## src/rtl/key_access_regs.svh

```systemverilog
// register offsets, bit positions, key values and timing-free constants of the key access block
`ifndef KEY_ACCESS_REGS_SVH
`define KEY_ACCESS_REGS_SVH

`define KA_OFS_KEY_STATUS 5'h00
`define KA_OFS_RESET_REQ 5'h04
`define KA_OFS_SYS_CTRL 5'h08
`define KA_OFS_SYS_STATUS 5'h0C
`define KA_OFS_PORT_CTRL 5'h10

`define KA_KS_ROW 5
`define KA_KS_PROG 4
`define KA_KS_ERASE 3

`define KA_SS_RSTSYS 5
`define KA_SS_SLEEP 4
`define KA_SS_PROG 3
`define KA_SS_ROWPROG 2
`define KA_SS_LOCK 0

`define KA_SC_FINAL 1
`define KA_SC_HOLD 0
`define KA_SC_RESET 1'b1

`define KA_PC_DISABLE 0

`define KA_KEY_ERASE 64'h4E564D4572617365
`define KA_KEY_PROG 64'h4E564D50726F6720
`define KA_KEY_ROW 64'h4E564D5573267465

`define KA_RESET_SIG 8'h59
`define KA_RESET_CLEAR 8'h00

`define KA_KEY_BYTES 4'h8
`define KA_KEY_LAST 4'h7
`define KA_ROW_BYTES 16'h0020
`define KA_BOD_ACTIVE 2'h1
`define KA_BOD_OFF 2'h0
`define KA_SLEEP_NONE 2'h0

`endif

```

## src/rtl/key_access_pkg.sv

```systemverilog
// types shared by the key access block
package key_access_pkg;

	typedef struct packed {
		logic start;
		logic valid;
		logic [7:0] data;
	} key_stream_t;

	typedef struct packed {
		logic req;
		logic write;
		logic in_ram;
		logic [15:0] addr;
	} bus_req_t;

	typedef enum logic [1:0] {
		SYS_RUN = 2'b00,
		SYS_HELD = 2'b01
	} sys_reset_t;

endpackage : key_access_pkg

```

## src/rtl/debug_port_key_access_control.sv

```systemverilog
// key protected access control of the one wire debug port
// Operation
// - a protected feature unlocks only on an exact key match
// - three 64-bit keys, least significant byte first
// - erase key never clears an active programming key
// - erase key starts chip erase, lives until port disable or reset
// - row write key needs lock set, cleared by status write or reset
// - each accepted key shows in its key status bit
// - locked port refuses system bus outside row mode; unlocked port gets access unless system reset is held or sleep stops the clock
// - brownout detector forced active from fuse level during erase
// - programming flag sets after key plus reset issued and released while unlocked
// - row key plus reset pulse sets the row programming bit
// - row mode writes only the first 32 RAM bytes
// - on completion staged RAM bytes copy to the config row
// - tool sets write final, polls row bit, clears key, resets
// - row mode rejects every RAM read
// - each rising edge in the sync character emits one event
// - physical layer clock stays on in sleep while port enabled
// - no system bus access while sleep stops the processor clock
// - sleep indicator reads set in idle or deeper sleep
// - clock hold request resets to 1 and keeps system clock running while port enabled
// - key transfer takes 64 bits; info block returns up to 128 bits
`timescale 1ns/10ps
`include "key_access_regs.svh"

module debug_port_key_access_control
	import key_access_pkg::*;
#(
	// arbitrary neutral identification content
	parameter logic [127:0] INFO_BLOCK = 128'h3031323334353637_3839414243444546
) (
	input wire logic CLOCK,
	input wire logic SYS_RST,
	input wire logic [4:0] AVS_ADDRESS,
	input wire logic AVS_READ,
	input wire logic AVS_WRITE,
	input wire logic [31:0] AVS_WRITEDATA,
	input wire logic [3:0] AVS_BYTEENABLE,
	output logic [31:0] AVS_READDATA,
	output logic AVS_WAITREQUEST,
	input wire key_stream_t KEY_IN,
	input wire logic INFO_RD,
	input wire logic [3:0] INFO_INDEX,
	output logic [7:0] INFO_DATA,
	input wire bus_req_t BUS_REQ,
	output logic BUS_GRANT,
	output logic BUS_REFUSE,
	input wire logic LOCKED,
	input wire logic ERASE_BUSY,
	output logic ERASE_START,
	input wire logic [2:0] BOD_FUSE_LEVEL,
	output logic [1:0] BOD_ACTIVE,
	output logic [2:0] BOD_LEVEL,
	output logic SYSTEM_RESET,
	output logic ROW_COPY_START,
	input wire logic ROW_COPY_DONE,
	input wire logic [1:0] SLEEP_MODE,
	output logic SYSCLK_HOLD,
	output logic PHY_CLK_RUN,
	input wire logic SYNC_ACTIVE,
	input wire logic SYNC_LINE,
	output logic SYNC_EDGE_EVENT
);

	logic [63:0] key_shift;
	logic [3:0] key_count;
	logic [63:0] key_full;
	logic key_take;
	logic hit_erase;
	logic hit_prog;
	logic hit_row;
	logic erase_key_flag;
	logic prog_key;
	logic row_write_key_flag;
	logic nvm_program_flag;
	logic row_prog_active;
	logic row_write_final;
	logic sysclk_hold_request;
	logic port_disable;
	sys_reset_t sys_state;
	logic rd_pend;
	logic sync_prev;
	logic wr_en;
	logic [7:0] wbyte;
	logic wr_key_status;
	logic wr_reset_req;
	logic wr_sys_ctrl;
	logic wr_port_ctrl;
	logic reset_issue;
	logic reset_release;
	logic sleep_indicator;
	logic [7:0] key_status_reg;
	logic [7:0] system_status_reg;
	logic [7:0] system_control_reg;
	logic [31:0] next_readdata;
	logic bus_ok;
	logic bus_pass;
	logic final_req;
	logic [2:0] word_sel;

	// key bytes arrive least significant first and shift in from the top
	assign key_full = {KEY_IN.data, key_shift[63:8]};
	assign key_take = KEY_IN.valid && !KEY_IN.start && key_count == `KA_KEY_LAST;
	assign hit_erase = key_take && key_full == `KA_KEY_ERASE;
	assign hit_prog = key_take && key_full == `KA_KEY_PROG;
	assign hit_row = key_take && key_full == `KA_KEY_ROW;

	always_ff @(posedge CLOCK) begin
		if (SYS_RST) begin
			key_shift <= 64'h0;
			key_count <= 4'h0;
		end else if (KEY_IN.start) begin
			key_count <= 4'h0;
		end else if (KEY_IN.valid && key_count != `KA_KEY_BYTES) begin
			// bytes past the eighth are ignored
			key_shift <= key_full;
			key_count <= key_count + 4'h1;
		end
	end

	// register bus write decode, low byte lane carries every field
	assign wr_en = AVS_WRITE && AVS_BYTEENABLE[0];
	assign wbyte = AVS_WRITEDATA[7:0];
	// offsets are word aligned, the low two address bits are ignored
	assign word_sel = AVS_ADDRESS[4:2];
	assign wr_key_status = wr_en && word_sel == 3'(`KA_OFS_KEY_STATUS >> 2);
	assign wr_reset_req = wr_en && word_sel == 3'(`KA_OFS_RESET_REQ >> 2);
	assign wr_sys_ctrl = wr_en && word_sel == 3'(`KA_OFS_SYS_CTRL >> 2);
	assign wr_port_ctrl = wr_en && word_sel == 3'(`KA_OFS_PORT_CTRL >> 2);
	assign reset_issue = wr_reset_req && wbyte == `KA_RESET_SIG;
	assign reset_release = wr_reset_req && wbyte == `KA_RESET_CLEAR && sys_state == SYS_HELD;

	always_ff @(posedge CLOCK) begin
		if (SYS_RST) begin
			sys_state <= SYS_RUN;
		end else begin
			unique case (sys_state)
				SYS_RUN: begin
					if (reset_issue) begin
						sys_state <= SYS_HELD;
					end
				end
				SYS_HELD: begin
					if (reset_release) begin
						sys_state <= SYS_RUN;
					end
				end
			endcase
		end
	end

	assign SYSTEM_RESET = sys_state == SYS_HELD;

	always_ff @(posedge CLOCK) begin
		if (SYS_RST) begin
			port_disable <= 1'b0;
		end else if (wr_port_ctrl) begin
			port_disable <= wbyte[`KA_PC_DISABLE];
		end
	end

	always_ff @(posedge CLOCK) begin
		if (SYS_RST) begin
			erase_key_flag <= 1'b0;
		end else if (hit_erase) begin
			erase_key_flag <= 1'b1;
		end else if (port_disable) begin
			erase_key_flag <= 1'b0;
		end
	end

	always_ff @(posedge CLOCK) begin
		if (SYS_RST) begin
			ERASE_START <= 1'b0;
		end else begin
			ERASE_START <= hit_erase;
		end
	end

	// the erase key leaves this flag alone
	always_ff @(posedge CLOCK) begin
		if (SYS_RST) begin
			prog_key <= 1'b0;
		end else if (hit_prog) begin
			prog_key <= 1'b1;
		end else if (reset_issue && nvm_program_flag) begin
			prog_key <= 1'b0;
		end
	end

	always_ff @(posedge CLOCK) begin
		if (SYS_RST) begin
			row_write_key_flag <= 1'b0;
		end else if (hit_row) begin
			row_write_key_flag <= 1'b1;
		end else if (wr_key_status && wbyte[`KA_KS_ROW]) begin
			row_write_key_flag <= 1'b0;
		end
	end

	// set only by a released reset while the key is held and lock is clear
	always_ff @(posedge CLOCK) begin
		if (SYS_RST) begin
			nvm_program_flag <= 1'b0;
		end else if (reset_release && prog_key && !LOCKED) begin
			nvm_program_flag <= 1'b1;
		end else if (reset_issue || !prog_key) begin
			nvm_program_flag <= 1'b0;
		end
	end

	always_ff @(posedge CLOCK) begin
		if (SYS_RST) begin
			row_prog_active <= 1'b0;
		end else if (reset_release && row_write_key_flag && LOCKED) begin
			row_prog_active <= 1'b1;
		end else if (ROW_COPY_DONE && row_write_final) begin
			row_prog_active <= 1'b0;
		end
	end

	// a second final write during the copy does not restart it
	assign final_req = wr_sys_ctrl && wbyte[`KA_SC_FINAL] && row_prog_active;

	always_ff @(posedge CLOCK) begin
		if (SYS_RST) begin
			row_write_final <= 1'b0;
		end else if (final_req) begin
			row_write_final <= 1'b1;
		end else if (ROW_COPY_DONE) begin
			row_write_final <= 1'b0;
		end
	end

	always_ff @(posedge CLOCK) begin
		if (SYS_RST) begin
			ROW_COPY_START <= 1'b0;
		end else begin
			ROW_COPY_START <= final_req && !row_write_final;
		end
	end

	always_ff @(posedge CLOCK) begin
		if (SYS_RST) begin
			sysclk_hold_request <= `KA_SC_RESET;
		end else if (wr_sys_ctrl) begin
			sysclk_hold_request <= wbyte[`KA_SC_HOLD];
		end
	end

	assign SYSCLK_HOLD = sysclk_hold_request && !port_disable;
	assign PHY_CLK_RUN = !port_disable;
	assign sleep_indicator = SLEEP_MODE != `KA_SLEEP_NONE;

	always_ff @(posedge CLOCK) begin
		if (SYS_RST) begin
			BOD_ACTIVE <= `KA_BOD_OFF;
		end else begin
			// forced on only for the span of the erase
			BOD_ACTIVE <= ERASE_BUSY ? `KA_BOD_ACTIVE : `KA_BOD_OFF;
		end
	end

	always_ff @(posedge CLOCK) begin
		if (SYS_RST) begin
			BOD_LEVEL <= 3'h0;
		end else begin
			BOD_LEVEL <= BOD_FUSE_LEVEL;
		end
	end

	// system bus gate: lock, row mode window, sleep without clock hold
	always_comb begin
		bus_ok = 1'b1;
		if (sleep_indicator && !SYSCLK_HOLD) begin
			bus_ok = 1'b0;
		end else if (row_prog_active) begin
			bus_ok = BUS_REQ.write && BUS_REQ.in_ram && BUS_REQ.addr < `KA_ROW_BYTES;
		end else if (LOCKED) begin
			bus_ok = 1'b0;
		end
	end

	// a held system reset refuses every access, whatever the key state
	assign bus_pass = bus_ok && !SYSTEM_RESET;
	assign BUS_GRANT = BUS_REQ.req && bus_pass;
	assign BUS_REFUSE = BUS_REQ.req && !bus_pass;

	// resets to the idle low line, so no false edge follows reset
	always_ff @(posedge CLOCK) begin
		if (SYS_RST) begin
			sync_prev <= 1'b0;
		end else begin
			sync_prev <= SYNC_LINE;
		end
	end

	always_ff @(posedge CLOCK) begin
		if (SYS_RST) begin
			SYNC_EDGE_EVENT <= 1'b0;
		end else begin
			SYNC_EDGE_EVENT <= SYNC_ACTIVE && SYNC_LINE && !sync_prev;
		end
	end

	// info bytes stand until the next info read
	always_ff @(posedge CLOCK) begin
		if (SYS_RST) begin
			INFO_DATA <= 8'h00;
		end else if (INFO_RD) begin
			INFO_DATA <= INFO_BLOCK[{INFO_INDEX, 3'h0} +: 8];
		end
	end

	always_comb begin
		key_status_reg = 8'h00;
		key_status_reg[`KA_KS_ROW] = row_write_key_flag;
		key_status_reg[`KA_KS_PROG] = prog_key;
		key_status_reg[`KA_KS_ERASE] = erase_key_flag;
	end

	always_comb begin
		system_status_reg = 8'h00;
		system_status_reg[`KA_SS_RSTSYS] = SYSTEM_RESET;
		system_status_reg[`KA_SS_SLEEP] = sleep_indicator;
		system_status_reg[`KA_SS_PROG] = nvm_program_flag;
		system_status_reg[`KA_SS_ROWPROG] = row_prog_active;
		system_status_reg[`KA_SS_LOCK] = LOCKED;
	end

	always_comb begin
		system_control_reg = 8'h00;
		system_control_reg[`KA_SC_FINAL] = row_write_final;
		system_control_reg[`KA_SC_HOLD] = sysclk_hold_request;
	end

	// readback mux, unmapped words read as zero
	always_comb begin
		next_readdata = 32'h0000_0000;
		unique case (word_sel)
			3'(`KA_OFS_KEY_STATUS >> 2): begin
				next_readdata = {24'h000000, key_status_reg};
			end
			3'(`KA_OFS_RESET_REQ >> 2): begin
				next_readdata = {31'h0000_0000, SYSTEM_RESET};
			end
			3'(`KA_OFS_SYS_CTRL >> 2): begin
				next_readdata = {24'h000000, system_control_reg};
			end
			3'(`KA_OFS_SYS_STATUS >> 2): begin
				next_readdata = {24'h000000, system_status_reg};
			end
			3'(`KA_OFS_PORT_CTRL >> 2): begin
				next_readdata = {31'h0000_0000, port_disable};
			end
			default: next_readdata = 32'h0000_0000;
		endcase
	end

	// reads take one wait cycle, writes complete at once
	// the answer edge clears the pending flag, so back to back reads each wait once
	always_ff @(posedge CLOCK) begin
		if (SYS_RST) begin
			rd_pend <= 1'b0;
			AVS_READDATA <= 32'h0000_0000;
		end else begin
			rd_pend <= AVS_READ && !rd_pend;
			if (AVS_READ && !rd_pend) begin
				AVS_READDATA <= next_readdata;
			end
		end
	end

	assign AVS_WAITREQUEST = AVS_READ && !rd_pend;

endmodule : debug_port_key_access_control

```

## config.mk

```make
export PLATFORM = sky130hd
export DESIGN_NAME = debug_port_key_access_control
export DESIGN_NICKNAME = d
export VERILOG_FILES = /design/src/rtl/key_access_pkg.sv /design/src/rtl/debug_port_key_access_control.sv
export VERILOG_INCLUDE_DIRS = /design/src /design/src/rtl
export SDC_FILE = /design/constraint.sdc
export NUM_CORES = 1
export LEC_CHECK = 0
export ABC_CLOCK_PERIOD_IN_PS = 3590
export BUFFER_PORTS_ARGS = -buffer_cell sky130_fd_sc_hd__buf_2
export CAP_MARGIN = 20
export CELL_PAD_IN_SITES_DETAIL_PLACEMENT = 1
export CELL_PAD_IN_SITES_GLOBAL_PLACEMENT = 1
export CORE_ASPECT_RATIO = 1.75
export CORE_MARGIN = 2
export CORE_UTILIZATION = 30
export CTS_BUF_LIST = sky130_fd_sc_hd__clkbuf_8
export CTS_CLUSTER_DIAMETER = 200
export CTS_CLUSTER_SIZE = 12
export DETAILED_ROUTE_END_ITERATION = 8
export PLACE_DENSITY_LB_ADDON = 0.1
export SLEW_MARGIN = 30
export SYNTH_ARGS = -nofsm -noshare
export SYNTH_HDL_FRONTEND = slang
export SYNTH_SLANG_ARGS = --single-unit
```

## constraint.sdc

```tcl
create_clock -name CLOCK -period 3.59 [get_ports CLOCK]
set_input_delay 0.718 -clock CLOCK [delete_from_list [all_inputs] [get_ports CLOCK]]
set_output_delay 0.718 -clock CLOCK [all_outputs]
set_load 0.02 [all_outputs]
```

## Yosys cells after proc, flatten, opt, wreduce, memory -nomap -nowiden

Cells that the tools add are included.

| storage, ports and cells | value |
|---|---|
| bits in registers | 128 |
| bits in latches | 0 |
| RAM bits | 0 |
| memory bits (read-only) | 0 |
| bits of input ports | 89 |
| output and inout port bits | 54 |
| logic and storage cells | 115 |
| memories | 0 |

| operators by class | value |
|---|---|
| add/subtract/negate cells | 1 |
| $mul | 0 |
| divide/modulo/power cells | 0 |
| $lt $le $gt $ge | 1 |
| eq/ne operators | 13 |
| shift-type cells | 1 |
| muxes and demuxes | 20 |
| bitwise operators | 1 |
| reductions and logical operators | 58 |

Operators by type and width:

| kind | count |
|---|---|
| 64-bit by 63-bit == test with 1-bit output, second input constant | 3 |
| 128-bit by 8-bit indexed part select with 8-bit output, first input constant | 1 |
| 1-bit logical AND | 34 |
| 6-bit case mux with 5 select lines | 1 |
| 16-bit by 6-bit less-than comparator with 1-bit output, second input constant | 1 |
| 1-bit two-way mux | 16 |
| 2-bit nonzero test | 7 |
| 1-bit zero test | 10 |
| 8-bit by 7-bit == test with 1-bit output, second input constant | 1 |
| 8-bit zero test | 1 |
| 3-bit by 2-bit == test with 1-bit output, second input constant | 2 |
| 4-bit by 1-bit adder with 4-bit output, second input constant | 1 |
| 4-bit by 3-bit == test with 1-bit output, second input constant | 1 |
| 2-bit two-way mux | 2 |
| 4-bit != test, second input constant | 1 |
| 2-bit case mux with 2 select lines | 1 |
| 2-bit AND reduction | 2 |
| 3-bit by 1-bit == test with 1-bit output, second input constant | 1 |
| 3-bit == test, second input constant | 1 |
| 3-bit zero test | 1 |
| 2-bit by 1-bit == test with 1-bit output, second input constant | 1 |
| 2-bit zero test | 1 |
| 2-bit by 1-bit != test with 1-bit output, second input constant | 1 |
| 2-bit != test, second input constant | 1 |
| other kinds (3) | 3 |

## Logic depth before layout (Yosys ltp)

| depth | value |
|---|---|
| depth in word-level cells | 8 |
| mapped depth | 8 |
| depth with buffers taken out | 6 |

## Worst setup path before layout

Ideal clock, no wire load.

| timing path | value |
|---|---|
| path kind | in2out |
| from | in BUS_REQ[15] (netlist bit) |
| to | out BUS_GRANT |
| data arrival time | 1988 ps |
| required time | 2872 ps |
| setup slack | 884 ps |
| stages on the path | 4 |
| buffers on the path | 0 |
| cell sequence | or4_1 -> o41ai_2 -> o211ai_1 -> nor2_1 |

| between the ends | value |
|---|---|
| word-level cells in the longest chain between the ends | 6 |

RTL lines:

| item | RTL line | text |
|---|---|---|
| from (decl) | debug_port_key_access_control.sv:45 | `input wire bus_req_t BUS_REQ,` |
| 16-bit by 6-bit less-than comparator with 1-bit output (no line) | -- |  |
| 1-bit logical AND (no line) | -- |  |
| 1-bit two-way mux | debug_port_key_access_control.sv:277 | `end else if (row_prog_active) begin` |
| 1-bit two-way mux | debug_port_key_access_control.sv:275 | `if (sleep_indicator && !SYSCLK_HOLD) begin` |
| 1-bit logical AND | debug_port_key_access_control.sv:285 | `assign bus_pass = bus_ok && !SYSTEM_RESET;` |
| 1-bit logical AND | debug_port_key_access_control.sv:286 | `assign BUS_GRANT = BUS_REQ.req && bus_pass;` |
| to (decl) | debug_port_key_access_control.sv:46 | `output logic BUS_GRANT,` |

Every way passes these cells.

## Worst setup path in the final report

| timing path | value |
|---|---|
| from | in BUS_REQ[15] (netlist bit) |
| to | out BUS_REFUSE |

| between the ends | value |
|---|---|
| word-level cells in the longest chain between the ends | 7 |

RTL lines:

| item | RTL line | text |
|---|---|---|
| 16-bit by 6-bit less-than comparator with 1-bit output (no line) | -- |  |
| 1-bit logical AND (no line) | -- |  |
| 1-bit two-way mux | debug_port_key_access_control.sv:277 |  |
| 1-bit two-way mux | debug_port_key_access_control.sv:275 |  |
| 1-bit logical AND | debug_port_key_access_control.sv:285 |  |
| 1-bit zero test | debug_port_key_access_control.sv:287 | `assign BUS_REFUSE = BUS_REQ.req && !bus_pass;` |
| 1-bit logical AND | debug_port_key_access_control.sv:287 |  |
| to (decl) | debug_port_key_access_control.sv:47 | `output logic BUS_REFUSE,` |

Every way passes these cells.

==> metrics.txt <==
sequential-to-total area share from yosys stat 0.458; Lkg Pwr 1.84 nW; unrepaired setup endpoints after global routing false; Resized cells post-CTS 0; core area 12,900 um2; CP required 2870 ps; synthesized area per cell 8.24 um2; Rows 55; Setup WS post-layout 736 ps; hpwl dp 7.92 mm; Slew Limit Headroom 0.537; max-cap check violation count 0; Die Ht 155 um; die span in x 90.5 um; pwr/cell area 446 nW/um2; CTS tree yes; I/O pin total 143; DRC 0; critical path class in -> out; Post-CTS Setup Bufs 0; Crit Path Max Fanout 2; FMAX 350 MHz; crit end category output port; pre-CTS WS 722 ps; cells after synthesis 477; grt ovf 0; Clock Path Buffers 2; Synth async-reset ratio 0; post-route minimum period 2850 ps; 1st-iter DRT viols 84; busiest grt layer met2; Peak VDD IR 0.201 mV; vias per std cell 4.69; grt met1 use 0.164; antenna violations before repair 0; Post-Syn Area 3930 um2; clock sinks 90; post-route core utilization 0.358; Initial Util 0.305; Fin Hold WS 460 ps; Cell variety after synth 54; Arr. time, crit path 2140 ps; Synth Flop Type dfxtp_1; outcome complete, no violations; Clock Skew 10.3 ps; drt first pass iters 4; cts bufs inserted 9; EDFF count, synth 0; Area Overhead vs Synth 17.4%; IO Port Bufs 80; H-tree Lvls 3; GRT Util Overall 0.154; DR vias 3,390; fin crit share 0.795; Worst-Margin Slew 693 ps; setup_tns 0 ps; first-pass GRT wire length 17.3 mm; final setup fails 0; Final GP Congestion 0.719; vias in the first global route 3,490; CTS root buf clkbuf_8; largest net degree at the start of global routing 48; routed len/inst 14.6 um; Fin. Hold Viols 0; GR Util met2 0.291; GR Util met3 0.0237; Routed WL 10.6 mm; fin. max-slew vios 0; worst min path class reg -> reg; layout cells sized above 1 0.199; yosys warns 0; CTS Hold Buffers Added 0; fin nets 641; critical path startpoint category primary input; Tot Pwr 2.06 mW; #FFs+latches synth 90; Clk pin slew, worst setup/hold paths 90 ps; die area 14,100 um2; Antenna Cells 0; later-pin clock latency in the skew report 370 ps; antenna viol nets, final 0
## worst max-delay path: stages
cell and delay, ps:
buf_2 90, or4_1 540, o41ai_2 320, o211ai_1 140, and2_1 170, buf_2 150
## worst paths after layout
| path | start | end | slack (ps) | depth (start not counted) |
|---|---|---|---|---|
| worst max-delay path | BUS_REQ[15] | BUS_REFUSE | 740 | 6 |
| worst min-delay path | key_shift[12] | key_shift[12] | 460 | 2 |
| worst max register to register | key_count[0] | key_shift[34] | 1530 | 7 |
| worst min register to register | key_shift[12] | key_shift[12] | 460 | 2 |
## Yosys cell counts (all sizes together) (2+ instances only)
library cell / n / area (um2)
a21oi: 65 / 325
a22o: 2 / 17.5
a22oi: 4 / 30.0
a311oi: 2 / 17.5
a31oi: 2 / 12.5
a41o: 2 / 20.0
and2: 3 / 18.8
and3: 4 / 25.0
and3b: 2 / 17.5
and4: 4 / 35.0
buf: 41 / 283
clkbuf: 12 / 45.0
dfxtp: 90 / 1800
ha: 4 / 50.1
inv: 13 / 48.8
mux2i: 6 / 60.1
nand2: 122 / 458
nand2b: 8 / 50.1
nand3: 6 / 30.0
nand3b: 2 / 15.0
nand4: 6 / 37.5
nand4b: 2 / 17.5
nor2: 18 / 67.6
nor2b: 10 / 62.6
nor3: 7 / 35.0
nor3b: 2 / 15.0
nor4: 9 / 77.6
nor4b: 2 / 17.5
nor4bb: 2 / 20.0
o21ai: 2 / 10.0
or4: 4 / 30.0
or4b: 2 / 23.8
xor2: 2 / 17.5
## state kept, by name, indices dropped and copies added, names as in the netlist, 3 cells and up
| signal | flops |
|---|---|
| AVS_READDATA | 6 |
| BOD_LEVEL | 3 |
| INFO_DATA | 6 |
| key_count | 4 |
| key_shift | 56 |
## per-layer routing
metal / vias to the layer above / routed length, um
li1: 1705 / -
met1: 1608 / 4190
met2: 60 / 5840
met3: 17 / 286
met4: 0 / 264
met5: - / 0
## cells by family after synthesis
family                     Yosys count  synth area share
buffers and inverters               66            0.0958
muxes                                7            0.0181
adders and majority gates            4            0.0127
and+or+nand+nor                    219             0.278
DFF                                 90             0.458
xor gates and xnor gates             3           0.00669
AOI/OAI and AO/OA                   87             0.129
other                                1          0.000954
## area by class of cell
| cell class | count | area [um2] |
|---|---|---|
| timing repair buffer | 86 | 445 |
| fill | 1628 | 8260 |
| clock inverter | 5 | 103 |
| inverter | 13 | 48.8 |
| sequential | 90 | 1800 |
| multi-input combinational | 348 | 1860 |
| tap | 171 | 214 |
| clock buffer | 10 | 138 |
## stage by stage
step	instance area (um2)	std cells
after floorplan	4030	504
after global placement	4370	708
after detailed placement	4370	708
after CTS	4610	723
after global routing	4610	723
final	4610	723
## power breakdown
group / total, mW / switching, mW / leakage [nW] / internal (mW)
clock: 0.846 / 0.367 / 0.124 / 0.478
combinational: 0.186 / 0.127 / 0.986 / 0.0592
sequential: 1.02 / 0.00972 / 0.729 / 1.01
total: 2.06 / 0.504 / 1.84 / 1.55
## placed cells by master (no fill, tap or decap), drive strengths merged, types with 2 or more instances in the layout
master  instances
nor4bb          2
a31oi           2
nor3b           2
nand3           6
and3            4
nor4b           2
a22oi           4
inv            15
a41o            2
nor4            9
nand2b          8
dfxtp          90
or4             4
nor3            7
bufinv          3
ha              4
a311oi          2
a22o            2
nor2b          10
nand4b          2
clkbuf         10
and3b           2
nor2           18
o21ai           2
nand4           6
or4b            2
a21oi          65
xor2            2
conb           28
mux2i           6
nand2         122
buf            86
and2            3
nand3b          2
and4            4
Power figures use the tool's default switching activity.
